`src/rtl/smbus_host_pkg.sv`:
```
// smbus host package: register map, field positions, timing and shared types
// assumes a 250 mhz system clock and a 100 khz two-wire bus
`default_nettype none
package smbus_host_pkg;
  // clock and bus timing
  localparam int CLK_KHZ = 250000;
  localparam int BUS_KHZ = 100;
  localparam int QTR_CYC = CLK_KHZ / (4 * BUS_KHZ); // quarter bit period, rounded down
  localparam int QTR_NS = 1000000 / (4 * BUS_KHZ);
  localparam int BUS_FREE_NS = 4700;
  localparam int GAP_QTRS = (BUS_FREE_NS + QTR_NS - 1) / QTR_NS; // idle gap, rounded up
  localparam int TIMEOUT_MS = 25;
  localparam int TIMEOUT_CYC = TIMEOUT_MS * CLK_KHZ;
  localparam int BUF_BYTES = 32;
  localparam logic [5:0] CNT_ONE = 6'h01;
  ////////////////////////////////////////////////////////////////////////
  // register offsets
  localparam logic [7:0] OFS_STATUS = 8'h00;
  localparam logic [7:0] OFS_CONTROL = 8'h02;
  localparam logic [7:0] OFS_COMMAND = 8'h03;
  localparam logic [7:0] OFS_TARGET = 8'h04;
  localparam logic [7:0] OFS_FIRST_DATA_REG = 8'h05;
  localparam logic [7:0] OFS_SECOND_DATA_REG = 8'h06;
  localparam logic [7:0] OFS_BLOCK = 8'h07;
  localparam logic [7:0] OFS_AUX = 8'h0d;
  // field positions
  localparam int ST_BUSY_B = 0;
  localparam int ST_DONE_B = 1;
  localparam int ST_DEVERR_B = 2;
  localparam int ST_COLL_B = 3;
  localparam int ST_BYTE_B = 7;
  localparam int CTL_CMD_LSB = 2;
  localparam int CTL_START_B = 6;
  localparam int CTL_PEC_B = 7;
  localparam logic [7:0] CTL_WR_MASK = 8'hbf; // start bit is never stored
  localparam int AUX_CRC_B = 0;
  localparam int AUX_BUF_B = 1;
  localparam logic [7:0] RESET_BYTE = 8'h00;
  // command selections in the control register
  localparam logic [2:0] CMD_BLOCK = 3'h5;
  localparam logic [2:0] CMD_I2C_READ = 3'h6;
  localparam logic [2:0] CMD_BLOCK_PROC = 3'h7;
  ////////////////////////////////////////////////////////////////////////
  // register access request from the i/o decoder
  typedef struct packed {
    logic wr;
    logic rd;
    logic [7:0] addr;
    logic [7:0] wdata;
  } reg_req_t;
  // open-drain pull-down enables
  typedef struct packed {
    logic scl_oe;
    logic sda_oe;
  } line_drive_t;
  // bus engine states
  typedef enum logic [5:0] {
    E_IDLE = 6'b000001,
    E_START = 6'b000010,
    E_SEND = 6'b000100,
    E_RECV = 6'b001000,
    E_STOP = 6'b010000,
    E_HOLD = 6'b100000
  } eng_state_t;
  // message steps
  typedef enum logic [6:0] {
    P_ADDR1 = 7'b0000001,
    P_CMD = 7'b0000010,
    P_WCNT = 7'b0000100,
    P_WDATA = 7'b0001000,
    P_ADDR2 = 7'b0010000,
    P_RCNT = 7'b0100000,
    P_RDATA = 7'b1000000
  } msg_step_t;
endpackage
`default_nettype wire

```
`src/rtl/block_buffer_mem.sv`:
```
// block data buffer: one write port, one registered read port
// assumes both ports run on the same clock
`default_nettype none
module block_buffer_mem #(
  parameter int WIDTH = 8,
  parameter int DEPTH = 32,
  parameter int AW = $clog2(DEPTH)
) (
  // clock
  input wire logic clk_sys,
  // write port
  input wire logic wr_en,
  input wire logic [AW-1:0] wr_addr,
  input wire logic [WIDTH-1:0] wr_data,
  // read port
  input wire logic [AW-1:0] rd_addr,
  output logic [WIDTH-1:0] rd_data
);
  logic [WIDTH-1:0] mem [DEPTH];

  // no reset on the array; read data only valid after a write
  always_ff @(posedge clk_sys) begin
    if (wr_en) begin
      mem[wr_addr] <= wr_data;
    end
  end

  // registered read, one cycle behind the address
  always_ff @(posedge clk_sys) begin
    rd_data <= mem[rd_addr];
  end
endmodule
`default_nettype wire

```
`src/rtl/smbus_block_host.sv`:
```
// smbus host block engine: block write/read, two-wire block read, process call
// assumes register requests arrive on clk_sys; scl/sda are open-drain pins
// Functional notes
// - 32-byte buffer used only when auxiliary control bit 1 is set
// - completion flagged only when the full programmed count is done
// - byte count is sent but never ends the transfer
// - block write sends address, command, count, then count bytes of block data
// - block read keeps first byte in first data, rest in block data
// - two-wire mode block write omits the count byte, still sends count bytes
// - two-wire mode always bypasses the buffer
// - two-wire read: address write, second data, repeated start, address read, data
// - two-wire read receives until the host not-acknowledge, then stop
// - two-wire read uses 7-bit addresses, works in either mode
// - process call counts each at least one, sum at most 32
// - process call writes M bytes, repeated start, reads count and N bytes
// - packet error code excluded from read count; recommended by software
// - reading host control resets the buffer pointer
// - data released high but sampled low means collision, stop at once
// - host drives clock, meets start/stop timing, keeps idle gap
// - high-time counter held while released clock stays low
// - stuck clock or missing answer abandons transfer with device error
// - timeout counts while awaiting answer, paused by byte done or watchdog clear
// - quarter-bit timing gives a 100 khz bus clock
// - busy while running, done on success, device error on no acknowledge
`default_nettype none
module smbus_block_host
  import smbus_host_pkg::*;
#(
  parameter int TIMEOUT_CYCLES = TIMEOUT_CYC,
  parameter int BUF_DEPTH = BUF_BYTES
) (
  // clock and reset
  input wire logic clk_sys,
  input wire logic reset,
  // register access
  input wire reg_req_t req,
  output logic [7:0] rdata,
  // same-clock configuration and watchdog state
  input wire logic two_wire_mode_enable,
  input wire logic second_watchdog_timeout_flag,
  // bus pins
  input wire logic scl_in,
  input wire logic sda_in,
  output logic scl_out,
  output logic sda_out,
  output var line_drive_t drv
);
  localparam int PW = $clog2(BUF_DEPTH);
  localparam int QW = $clog2(QTR_CYC);
  localparam int TW = $clog2(TIMEOUT_CYCLES + 1);

  // refuse sizes the pointers and counters cannot serve
  // the timeout also runs through the acknowledge bit of every sent byte, so it must outlast one bit time
  if (BUF_DEPTH < BUF_BYTES || (1 << PW) != BUF_DEPTH || TIMEOUT_CYCLES <= 4 * QTR_CYC
      || QTR_CYC < 4) begin : g_check
    $error("unsupported buffer depth or timing");
  end

  ////////////////////////////////////////////////////////////////////////
  // declarations
  logic [1:0] scl_ff_r, sda_ff_r;
  logic scl_s, sda_s;
  eng_state_t state_r;
  msg_step_t step_r;
  logic [1:0] ph_r;
  logic [3:0] bit_r;
  logic [5:0] left_r;
  logic [PW-1:0] eng_ptr_r, sw_ptr_r;
  logic [7:0] tx_sh_r, rx_sh_r, tx_src, tx_cur;
  logic ack_ok_r, tx_bit, nak_now, stall, qtick, adv, go, busy;
  logic [QW-1:0] qcnt_r;
  logic [TW-1:0] tmo_r;
  logic tmo_run, tmo_hit;
  logic [2:0] gap_r;
  logic [2:0] proto_r;
  logic rd_dir_r, twm_r, bufm_r;
  logic evt_done_r, evt_err_r, evt_coll_r, evt_byte_r, evt_d0_r, evt_rx_r;
  logic done_r, deverr_r, coll_r, bytedone_r;
  logic [7:0] ctl_r, cmd_r, taddr_r, first_data_reg_r, second_data_reg_r, aux_r, blk_byte_r, rdata_r;
  logic st_wr, ctl_wr, blk_wr, blk_rd, sw_buf;
  logic mem_we;
  logic [PW-1:0] mem_wa, mem_ra;
  logic [7:0] mem_wd, mem_q;

  ////////////////////////////////////////////////////////////////////////
  // pin synchronisers; open drain so the driven level is always low
  always_ff @(posedge clk_sys) begin
    if (reset) begin
      scl_ff_r <= 2'b11;
      sda_ff_r <= 2'b11;
    end else begin
      scl_ff_r <= {scl_ff_r[0], scl_in};
      sda_ff_r <= {sda_ff_r[0], sda_in};
    end
  end
  assign scl_s = scl_ff_r[1];
  assign sda_s = sda_ff_r[1];
  assign scl_out = 1'b0;
  assign sda_out = 1'b0;

  ////////////////////////////////////////////////////////////////////////
  // quarter-bit timer; held at zero while the released clock reads low
  assign busy = (state_r != E_IDLE);
  assign stall = (ph_r == 2'd2) && !scl_s && busy && (state_r != E_HOLD);
  assign qtick = (qcnt_r == QW'(QTR_CYC - 1));
  assign adv = qtick && busy && (state_r != E_HOLD);

  always_ff @(posedge clk_sys) begin
    if (reset || !busy || stall || state_r == E_HOLD || qtick) begin
      qcnt_r <= '0;
    end else begin
      qcnt_r <= qcnt_r + 1'b1;
    end
  end

  ////////////////////////////////////////////////////////////////////////
  // bus timeout: runs while the clock is stretched or the acknowledge is awaited
  assign tmo_run = (stall || (state_r == E_SEND && bit_r == 4'd8))
                   && !bytedone_r && second_watchdog_timeout_flag;
  assign tmo_hit = (tmo_r == TW'(TIMEOUT_CYCLES - 1));

  always_ff @(posedge clk_sys) begin
    if (reset || !busy) begin
      tmo_r <= '0;
    end else if (!stall && !(state_r == E_SEND && bit_r == 4'd8)) begin
      tmo_r <= '0;
    end else if (tmo_run) begin
      tmo_r <= tmo_r + 1'b1;
    end
  end

  ////////////////////////////////////////////////////////////////////////
  // byte to send for the current step
  always_comb begin
    unique case (step_r)
      P_ADDR1: tx_src = {taddr_r[7:1], 1'b0};
      P_CMD: tx_src = (proto_r == CMD_I2C_READ) ? second_data_reg_r : cmd_r;
      P_WCNT: tx_src = first_data_reg_r;
      P_WDATA: tx_src = bufm_r ? mem_q : blk_byte_r;
      P_ADDR2: tx_src = {taddr_r[7:1], 1'b1};
      default: tx_src = 8'hff;
    endcase
  end
  assign tx_cur = (bit_r == 4'd0) ? tx_src : tx_sh_r;
  assign tx_bit = tx_cur[7];
  assign nak_now = (step_r == P_RDATA) && (left_r == CNT_ONE);

  // a start is only taken for the block commands and only when idle
  assign go = ctl_wr && req.wdata[CTL_START_B] && !busy
              && (req.wdata[CTL_CMD_LSB +: 3] == CMD_BLOCK || req.wdata[CTL_CMD_LSB +: 3] == CMD_I2C_READ
                  || req.wdata[CTL_CMD_LSB +: 3] == CMD_BLOCK_PROC);

  ////////////////////////////////////////////////////////////////////////
  // mode latched at start so mid-command register writes cannot change it
  always_ff @(posedge clk_sys) begin
    if (reset) begin
      proto_r <= CMD_BLOCK;
      rd_dir_r <= 1'b0;
      twm_r <= 1'b0;
      bufm_r <= 1'b0;
    end else if (go) begin
      proto_r <= req.wdata[CTL_CMD_LSB +: 3];
      rd_dir_r <= taddr_r[0];
      twm_r <= two_wire_mode_enable;
      bufm_r <= aux_r[AUX_BUF_B] && !two_wire_mode_enable;
    end
  end

  ////////////////////////////////////////////////////////////////////////
  // bus engine: four quarters per bit, nine bits per byte
  always_ff @(posedge clk_sys) begin
    evt_done_r <= 1'b0;
    evt_err_r <= 1'b0;
    evt_coll_r <= 1'b0;
    evt_byte_r <= 1'b0;
    evt_d0_r <= 1'b0;
    evt_rx_r <= 1'b0;
    if (reset) begin
      state_r <= E_IDLE;
      step_r <= P_ADDR1;
      ph_r <= 2'd0;
      bit_r <= 4'd0;
      left_r <= '0;
      eng_ptr_r <= '0;
      tx_sh_r <= RESET_BYTE;
      rx_sh_r <= RESET_BYTE;
      ack_ok_r <= 1'b0;
      gap_r <= '0;
      drv <= '0;
    end else if (go) begin
      state_r <= E_START;
      step_r <= P_ADDR1;
      ph_r <= 2'd0;
      bit_r <= 4'd0;
      gap_r <= '0;
      eng_ptr_r <= '0;
      left_r <= first_data_reg_r[5:0];
    end else if (tmo_hit) begin
      drv <= '0;
      state_r <= E_IDLE;
      evt_err_r <= 1'b1;
    end else begin
      if (evt_rx_r && bufm_r) begin
        eng_ptr_r <= eng_ptr_r + 1'b1;
      end
      if (state_r == E_HOLD && !bytedone_r) begin
        // software has serviced the single byte, resume the next one
        state_r <= (step_r == P_RDATA) ? E_RECV : E_SEND;
        ph_r <= 2'd0;
        bit_r <= 4'd0;
      end else if (adv) begin
        ph_r <= ph_r + 1'b1;
        unique case (ph_r)
          2'd0: begin
            // set data mid-way through clock low
            if (state_r == E_START) drv.sda_oe <= 1'b0;
            else if (state_r == E_STOP) drv.sda_oe <= 1'b1;
            else if (state_r == E_SEND) drv.sda_oe <= (bit_r != 4'd8) && !tx_bit;
            else drv.sda_oe <= (bit_r == 4'd8) && !nak_now;
          end
          2'd1: drv.scl_oe <= 1'b0;
          2'd2: begin
            // clock has been seen high for a full quarter here
            if (state_r == E_START) begin
              drv.sda_oe <= 1'b1;
            end else if (state_r == E_STOP) begin
              drv.sda_oe <= 1'b0;
            end else if (state_r == E_SEND && bit_r != 4'd8) begin
              tx_sh_r <= {tx_cur[6:0], 1'b0};
              if (tx_bit && !sda_s) begin
                drv <= '0;
                state_r <= E_IDLE;
                evt_coll_r <= 1'b1;
              end
            end else if (state_r == E_SEND) begin
              ack_ok_r <= !sda_s;
            end else if (bit_r != 4'd8) begin
              rx_sh_r <= {rx_sh_r[6:0], sda_s};
            end
          end
          2'd3: begin
            if (state_r == E_STOP) begin
              // bus free gap before the next transaction may start
              ph_r <= 2'd3;
              gap_r <= gap_r + 1'b1;
              if (gap_r == 3'(GAP_QTRS - 1)) begin
                state_r <= E_IDLE;
                ph_r <= 2'd0;
              end
            end else if (state_r == E_START) begin
              drv.scl_oe <= 1'b1;
              state_r <= E_SEND;
            end else if (bit_r != 4'd8) begin
              drv.scl_oe <= 1'b1;
              bit_r <= bit_r + 1'b1;
            end else begin
              drv.scl_oe <= 1'b1;
              bit_r <= 4'd0;
              if (state_r == E_SEND && !ack_ok_r) begin
                state_r <= E_STOP;
                evt_err_r <= 1'b1;
              end else begin
                unique case (step_r)
                  P_ADDR1: step_r <= P_CMD;
                  P_CMD: begin
                    if (proto_r == CMD_BLOCK && !rd_dir_r) begin
                      step_r <= twm_r ? P_WDATA : P_WCNT;
                    end else if (proto_r == CMD_BLOCK_PROC) begin
                      step_r <= P_WCNT;
                    end else begin
                      state_r <= E_START;
                      step_r <= P_ADDR2;
                    end
                  end
                  P_WCNT: step_r <= P_WDATA;
                  P_WDATA: begin
                    left_r <= left_r - 1'b1;
                    eng_ptr_r <= eng_ptr_r + 1'b1;
                    if (left_r == CNT_ONE) begin
                      if (proto_r == CMD_BLOCK_PROC) begin
                        state_r <= E_START;
                        step_r <= P_ADDR2;
                      end else begin
                        state_r <= E_STOP;
                        evt_done_r <= 1'b1;
                      end
                    end else if (!bufm_r) begin
                      state_r <= E_HOLD;
                      evt_byte_r <= 1'b1;
                    end
                  end
                  P_ADDR2: begin
                    state_r <= E_RECV;
                    step_r <= (proto_r == CMD_I2C_READ) ? P_RDATA : P_RCNT;
                    if (proto_r == CMD_BLOCK_PROC) left_r <= second_data_reg_r[5:0];
                  end
                  P_RCNT: begin
                    step_r <= P_RDATA;
                    evt_d0_r <= 1'b1;
                  end
                  P_RDATA: begin
                    left_r <= left_r - 1'b1;
                    evt_rx_r <= 1'b1;
                    if (left_r == CNT_ONE) begin
                      state_r <= E_STOP;
                      evt_done_r <= 1'b1;
                    end else if (!bufm_r) begin
                      state_r <= E_HOLD;
                      evt_byte_r <= 1'b1;
                    end
                  end
                  default: state_r <= E_STOP;
                endcase
              end
            end
          end
          default: ph_r <= 2'd0;
        endcase
      end
    end
  end

  ////////////////////////////////////////////////////////////////////////
  // register write decode
  assign st_wr = req.wr && (req.addr == OFS_STATUS);
  assign ctl_wr = req.wr && (req.addr == OFS_CONTROL);
  assign blk_wr = req.wr && (req.addr == OFS_BLOCK);
  assign blk_rd = req.rd && (req.addr == OFS_BLOCK);
  assign sw_buf = aux_r[AUX_BUF_B] && !two_wire_mode_enable;

  // plain software registers; engine updates first data and single byte
  always_ff @(posedge clk_sys) begin
    if (reset) begin
      ctl_r <= RESET_BYTE;
      cmd_r <= RESET_BYTE;
      taddr_r <= RESET_BYTE;
      first_data_reg_r <= RESET_BYTE;
      second_data_reg_r <= RESET_BYTE;
      aux_r <= RESET_BYTE;
      blk_byte_r <= RESET_BYTE;
    end else begin
      if (ctl_wr) ctl_r <= req.wdata & CTL_WR_MASK;
      if (req.wr && req.addr == OFS_COMMAND) cmd_r <= req.wdata;
      if (req.wr && req.addr == OFS_TARGET) taddr_r <= req.wdata;
      if (req.wr && req.addr == OFS_SECOND_DATA_REG) second_data_reg_r <= req.wdata;
      if (req.wr && req.addr == OFS_AUX) aux_r <= req.wdata;
      if (evt_d0_r) first_data_reg_r <= rx_sh_r;
      else if (req.wr && req.addr == OFS_FIRST_DATA_REG) first_data_reg_r <= req.wdata;
      if (evt_rx_r && !bufm_r) blk_byte_r <= rx_sh_r;
      else if (blk_wr && !sw_buf) blk_byte_r <= req.wdata;
    end
  end

  // status flags: hardware set wins over software write-one-to-clear
  always_ff @(posedge clk_sys) begin
    if (reset) begin
      done_r <= 1'b0;
      deverr_r <= 1'b0;
      coll_r <= 1'b0;
      bytedone_r <= 1'b0;
    end else begin
      done_r <= evt_done_r || (done_r && !(st_wr && req.wdata[ST_DONE_B]));
      deverr_r <= evt_err_r || (deverr_r && !(st_wr && req.wdata[ST_DEVERR_B]));
      coll_r <= evt_coll_r || (coll_r && !(st_wr && req.wdata[ST_COLL_B]));
      bytedone_r <= evt_byte_r || (bytedone_r && !(st_wr && req.wdata[ST_BYTE_B]) && !go);
    end
  end

  ////////////////////////////////////////////////////////////////////////
  // software buffer pointer, cleared by any read of host control
  always_ff @(posedge clk_sys) begin
    if (reset || (req.rd && req.addr == OFS_CONTROL)) begin
      sw_ptr_r <= '0;
    end else if ((blk_wr || blk_rd) && sw_buf) begin
      sw_ptr_r <= sw_ptr_r + 1'b1;
    end
  end

  // engine owns the buffer while busy; software fills or drains it otherwise
  assign mem_we = (evt_rx_r && bufm_r) || (blk_wr && sw_buf && !busy);
  assign mem_wa = evt_rx_r ? eng_ptr_r : sw_ptr_r;
  assign mem_wd = evt_rx_r ? rx_sh_r : req.wdata;
  assign mem_ra = busy ? eng_ptr_r : sw_ptr_r;

  block_buffer_mem #(
    .WIDTH(8),
    .DEPTH(BUF_DEPTH),
    .AW(PW)
  ) u_buf (
    .clk_sys(clk_sys),
    .wr_en(mem_we),
    .wr_addr(mem_wa),
    .wr_data(mem_wd),
    .rd_addr(mem_ra),
    .rd_data(mem_q)
  );

  ////////////////////////////////////////////////////////////////////////
  // registered read data; unmapped offsets read zero
  always_ff @(posedge clk_sys) begin
    if (reset) begin
      rdata_r <= RESET_BYTE;
    end else if (req.rd) begin
      case (req.addr)
        OFS_STATUS: begin
          rdata_r <= RESET_BYTE;
          rdata_r[ST_BUSY_B] <= busy;
          rdata_r[ST_DONE_B] <= done_r;
          rdata_r[ST_DEVERR_B] <= deverr_r;
          rdata_r[ST_COLL_B] <= coll_r;
          rdata_r[ST_BYTE_B] <= bytedone_r;
        end
        OFS_CONTROL: rdata_r <= ctl_r;
        OFS_COMMAND: rdata_r <= cmd_r;
        OFS_TARGET: rdata_r <= taddr_r;
        OFS_FIRST_DATA_REG: rdata_r <= first_data_reg_r;
        OFS_SECOND_DATA_REG: rdata_r <= second_data_reg_r;
        OFS_BLOCK: rdata_r <= sw_buf ? mem_q : blk_byte_r;
        OFS_AUX: rdata_r <= aux_r;
        default: rdata_r <= RESET_BYTE;
      endcase
    end
  end
  assign rdata = rdata_r;
endmodule
`default_nettype wire

```
`config.mk`:
```
export PLATFORM = sky130hd
export DESIGN_NAME = smbus_block_host
export DESIGN_NICKNAME = d
export VERILOG_FILES = /design/src/rtl/smbus_host_pkg.sv /design/src/rtl/block_buffer_mem.sv /design/src/rtl/smbus_block_host.sv
export SDC_FILE = /design/constraint.sdc
export NUM_CORES = 1
export LEC_CHECK = 0
export BUFFER_PORTS_ARGS = -buffer_cell sky130_fd_sc_hd__buf_2
export CAP_MARGIN = 20
export CORE_ASPECT_RATIO = 2
export CORE_MARGIN = 5
export CORE_UTILIZATION = 35
export DETAILED_ROUTE_END_ITERATION = 8
export GPL_TIMING_DRIVEN = 0
export PLACE_DENSITY = 0.54
export SYNTH_ARGS = -nofsm -noshare
export SYNTH_HDL_FRONTEND = slang
export SYNTH_SLANG_ARGS = --single-unit
```
`constraint.sdc`:
```
create_clock -name clk_sys -period 6.8 [get_ports clk_sys]
set_input_delay 1.7 -clock clk_sys [delete_from_list [all_inputs] [get_ports clk_sys]]
set_output_delay 1.7 -clock clk_sys [all_outputs]
set_load 0.01 [all_outputs]
```
==> flow_summary.html <==
<table>
<tr><th>Metric</th><th>Value</th></tr>
<tr><th colspan="2">Synthesis</th></tr>
<tr><td>Synthesized-area fraction occupied by and/or/nand/nor cells</td><td>22.46%</td></tr>
<tr><td>Combinational family with the most area after synthesis</td><td>simple AND/OR/NAND/NOR gates</td></tr>
<tr><td>Mean post-synth cell area</td><td>~10 um2</td></tr>
<tr><td>Cells after synthesis</td><td>roughly 2000</td></tr>
<tr><td>Share of the synthesized area in the top cell type</td><td>39.00%</td></tr>
<tr><td>Part of the Yosys area used for sequential elements</td><td>between 50% and 60%</td></tr>
<tr><td>Count of different cell masters after synthesis</td><td>82</td></tr>
<tr><td>Synthesis warning total</td><td>0</td></tr>
<tr><td>Most common cell in the netlist</td><td>sky130_fd_sc_hd__nand2_1</td></tr>
<tr><td>Fraction of synthesized cell area in xor and xnor cells</td><td>2.000%</td></tr>
<tr><td>Flip-flop and latch count after synthesis</td><td>436</td></tr>
<tr><td>Synth Area in Adders</td><td>0.9523%</td></tr>
<tr><td>Share of synthesized registers carrying an async set or reset</td><td>0%</td></tr>
<tr><td>Most frequently used flop master after synthesis</td><td>sky130_fd_sc_hd__edfxtp_1</td></tr>
<tr><td>Top post-synthesis cells by count</td><td>350 x sky130_fd_sc_hd__nand2_1, 256 x sky130_fd_sc_hd__edfxtp_1, 216 x sky130_fd_sc_hd__nor2_1</td></tr>
<tr><td>Synth Area in Compound Gates</td><td>8.862%</td></tr>
<tr><td>Number of flops mapped to enable cells by yosys</td><td>256</td></tr>
<tr><td>Syn Std Cell Area</td><td>just under 20000 um2</td></tr>
<tr><td>Share of synthesized area spent on multiplexers</td><td>5.447%</td></tr>
<tr><td>Leading area contributor after synthesis</td><td>sky130_fd_sc_hd__edfxtp_1</td></tr>
<tr><td>Most area-consuming cells after synthesis</td><td>sky130_fd_sc_hd__edfxtp_1 39%, sky130_fd_sc_hd__dfxtp_1 18%, sky130_fd_sc_hd__nand2_1 6.7%</td></tr>
<tr><th colspan="2">GRT</th></tr>
<tr><td>Final global-route overflow total</td><td>0</td></tr>
<tr><td>First-pass GRT wire length</td><td>98260 um</td></tr>
<tr><td>Initial antenna violation count</td><td>2</td></tr>
<tr><td>Via count of the first global-routing pass</td><td>15700</td></tr>
<tr><td>Maximum number of pins on one net before global-route repair</td><td>33</td></tr>
<tr><td>GRT Util Overall</td><td>21.43%</td></tr>
<tr><th colspan="2">Route</th></tr>
<tr><td>Number of iterations in the first detailed-routing pass</td><td>8</td></tr>
<tr><td>Via density per instance</td><td>around 5.5</td></tr>
<tr><td>Wirelength per Cell</td><td>approximately 24 um</td></tr>
<tr><td>Iteration-0 DRC count of the detailed router</td><td>around 1100</td></tr>
<tr><td>Residual DRC count</td><td>0</td></tr>
<tr><td>Number of vias after detailed routing</td><td>15520</td></tr>
<tr><td>Drt total wl</td><td>66510 um</td></tr>
<tr><td>Detail Route Antenna Nets</td><td>0</td></tr>
<tr><th colspan="2">Timing</th></tr>
<tr><td>Total negative slack for setup checks</td><td>0 ns</td></tr>
<tr><td>Clock Skews</td><td>about 0.026 ns</td></tr>
<tr><td>Relative max-transition margin</td><td>a little over a quarter</td></tr>
<tr><td>Period minus WS final</td><td>5.091 ns</td></tr>
<tr><td>Final worst-path cycle share</td><td>74.86%</td></tr>
<tr><td>Highest attainable clock frequency</td><td>196.4 MHz</td></tr>
<tr><td>Count of final max-slew check failures</td><td>0</td></tr>
<tr><td>Final Hold Fails</td><td>0</td></tr>
<tr><td>Final setup vio count</td><td>0</td></tr>
<tr><td>Worst-Margin Slew</td><td>1.086 ns</td></tr>
<tr><td>Unrepaired setup endpoints after global routing</td><td>no</td></tr>
<tr><th colspan="2">Layout</th></tr>
<tr><td>Final non-filler cell area</td><td>22240 um2</td></tr>
<tr><td>Synth-to-layout area growth</td><td>12.83%</td></tr>
<tr><td>Total inserted antenna cells</td><td>0</td></tr>
<tr><td>Share of cells above drive strength 1</td><td>7.277%</td></tr>
<tr><td>Fill cells</td><td>5675</td></tr>
<tr><td>Post-layout net count</td><td>between 2000 and 2500</td></tr>
<tr><td>Final cell utilization of the core</td><td>39.70%</td></tr>
<tr><th colspan="2">Worst setup path</th></tr>
<tr><td>Reg-to-Reg Start</td><td>state_r[4]$_SDFFE_PP0P_</td></tr>
<tr><td>Nature of the critical path endpoint</td><td>flop</td></tr>
<tr><td>Kind of start point of the critical path</td><td>primary input</td></tr>
<tr><td>Worst r2r path cells</td><td>6</td></tr>
<tr><td>Setup slack on the worst flop-to-flop path</td><td>2.81 ns</td></tr>
<tr><td>Biggest fanout along the worst timing path</td><td>8</td></tr>
<tr><td>Critical path type</td><td>primary input to flop</td></tr>
<tr><td>Critical path data required time</td><td>6.99 ns</td></tr>
<tr><td>Critical Path AT</td><td>5.28 ns</td></tr>
<tr><td>Reg2Reg Capture Point</td><td>u_buf.mem[24][2]$_DFFE_PP_</td></tr>
<tr><th colspan="2">Worst hold path</th></tr>
<tr><td>Min-delay src</td><td>sda_ff_r[0]$_SDFF_PP1_</td></tr>
<tr><td>Terminating pin of the worst hold path</td><td>sda_ff_r[1]$_SDFF_PP1_</td></tr>
<tr><td>Number of cells traversed by the worst hold path</td><td>1</td></tr>
<tr><td>Worst min path class</td><td>flop to flop</td></tr>
<tr><th colspan="2">Clock network</th></tr>
<tr><td>Clock insertion delay at the later pin of the skew report</td><td>0.58 ns</td></tr>
<tr><td>Number of gates resized after cts</td><td>0</td></tr>
<tr><td>Number of clock buffers inserted by TritonCTS</td><td>42</td></tr>
<tr><td># clock sinks</td><td>436</td></tr>
<tr><td>Postcts setup bufs</td><td>0</td></tr>
<tr><td>Clock Tree Buf Depth</td><td>3</td></tr>
<tr><td>H-Tree Level Count</td><td>2</td></tr>
<tr><td>Root buffer cell</td><td>sky130_fd_sc_hd__clkbuf_16</td></tr>
<tr><td>Quantity of hold-fixing buffers added after cts</td><td>0</td></tr>
<tr><td>CTS tree</td><td>yes</td></tr>
<tr><td>Worst-path clk slew</td><td>0.07 ns</td></tr>
<tr><th colspan="2">Floorplanning</th></tr>
<tr><td>Standard cell core area</td><td>56020 um2</td></tr>
<tr><td>X dimension of the die</td><td>177.8 um</td></tr>
<tr><td>Die area</td><td>61440 um2</td></tr>
<tr><td>Die Y</td><td>345.6 um</td></tr>
<tr><td>Top-level port count</td><td>36</td></tr>
<tr><td>Starting density of the core</td><td>about a third</td></tr>
<tr><td>Floorplan row count</td><td>123</td></tr>
<tr><th colspan="2">Pwr</th></tr>
<tr><td>IR drop worst, VDD</td><td>0.1510 mV</td></tr>
<tr><td>PD cells</td><td>241.2 nW/um2</td></tr>
<tr><td>Power, Total</td><td>around 5400 uW</td></tr>
<tr><td>Static Leak</td><td>0.007371 uW</td></tr>
<tr><th colspan="2">Place</th></tr>
<tr><td>Routability-driven placement congestion ratio</td><td>around 0.94</td></tr>
<tr><td>Port-buffer cells</td><td>28</td></tr>
<tr><td>Post-DP HPWL</td><td>50460 um</td></tr>
<tr><td>Placed cell area</td><td>20820 um2</td></tr>
<tr><th colspan="2">Job</th></tr>
<tr><td># Max-Cap Violations</td><td>0</td></tr>
<tr><th colspan="2">Status</th></tr>
<tr><td>Result of the run</td><td>completed</td></tr>
</table>
## routing by layer
| layer | global-route usage [%] | part of all wire [%] |
|---|---|---|
| met1 | 19.23 | 31 |
| met2 | 41.10 | 55 |
| met3 | 2.647 | 3.8 |
| met4 | 17.81 | 10 |
| met5 | 0 | 0.029 |
## state kept, by name, summed over array words and instances, names as in the netlist, 4 cells and up
register,flops
aux_r,8
tx_sh_r,7
second_data_reg_r,8
rx_sh_r,8
rdata,8
eng_ptr_r,5
tmo_r,23
qcnt_r,10
step_r,7
first_data_reg_r,8
u_buf.rd_data,8
bit_r,4
cmd_r,8
left_r,6
taddr_r,8
state_r,6
u_buf.mem,256
ctl_r,7
sw_ptr_r,5
blk_byte_r,8
## worst max path at each step
| stage | startpoint | to | slack [ns] | depth (start not counted) |
|---|---|---|---|---|
| after floorplan | req[13] | u_buf.mem[13][0]$_DFFE_PP_ | 2.49 | 6 |
| after global placement | req[13] | u_buf.mem[24][3]$_DFFE_PP_ | 1.20 | 7 |
| after detailed placement | req[13] | u_buf.mem[24][1]$_DFFE_PP_ | 1.12 | 7 |
| after CTS | req[13] | u_buf.mem[24][1]$_DFFE_PP_ | 1.72 | 7 |
| after global routing | req[13] | u_buf.mem[24][5]$_DFFE_PP_ | 1.46 | 7 |
| final | req[13] | u_buf.mem[24][2]$_DFFE_PP_ | 1.71 | 7 |
## power breakdown
part / internal [uW] / total, uW / switching, uW / leakage (uW)
registers: 2790 / 2790 / 1.45 / 0.00375
clock network: 1400 / 2460 / 1060 / 0.000682
logic: 19.2 / 106 / 86.9 / 0.00294
total: 4210 / 5360 / 1150 / 0.00737
## cell families (layout without fill, tap and decap cells)
logic type	after synthesis	in the layout
xor+xnor	45	45
other cells	1	2
simple gates	942	942
compound gates	272	272
mux	104	104
buf+inv	149	259
flops	436	436
fa+ha+maj	15	15
## per-stage QoR
stage	hold slack (ns)	setup WS, ns	std cells
after detailed placement	0.4022	1.121	2747
final	0.4106	1.709	2825
after CTS	0.4143	1.724	2823
after global routing	0.4349	1.462	2825
after floorplan	0.3895	2.490	1965
after global placement	0.4001	1.202	2743
## worst max-delay path, cell delays in order
cell and delay (ns):
sky130_fd_sc_hd__buf_2 0.10, sky130_fd_sc_hd__or4_1 0.60, sky130_fd_sc_hd__nor3_2 0.36, sky130_fd_sc_hd__nand2_1 0.35, sky130_fd_sc_hd__o41ai_1 0.77, sky130_fd_sc_hd__o21ai_1 0.52
sky130_fd_sc_hd__nor2_1 0.86
## area by class of cell
cell class / instances / area, um2 / share of cell area, %
multi-input combinational: 1380 / 7836 / 35.24
timing repair buffer: 34 / 180.2 / 0.8102
buffer: 123 / 488.0 / 2.194
inverter: 26 / 97.59 / 0.4389
clock inverter: 18 / 234.0 / 1.052
sequential: 436 / 11290 / 50.77
tap: 750 / 938.4 / 4.220
clock buffer: 58 / 1172 / 5.272
## cell usage in the layout, fill, tap and decap left out, types with 42 or more instances in the layout
cell type / netlist / final
sky130_fd_sc_hd__nand3_1: 143 / 143
sky130_fd_sc_hd__mux2i_1: 87 / 87
sky130_fd_sc_hd__nand4_1: 54 / 54
sky130_fd_sc_hd__clkbuf_1: 104 / 115
sky130_fd_sc_hd__a21oi_1: 74 / 74
sky130_fd_sc_hd__edfxtp_1: 256 / 256
sky130_fd_sc_hd__dfxtp_1: 180 / 180
sky130_fd_sc_hd__clkbuf_16: 0 / 43
sky130_fd_sc_hd__nand2_1: 350 / 350
sky130_fd_sc_hd__a31oi_1: 42 / 42
sky130_fd_sc_hd__o21ai_0: 45 / 45
sky130_fd_sc_hd__nor2_1: 216 / 216
(Power assumes the default switching activity.)
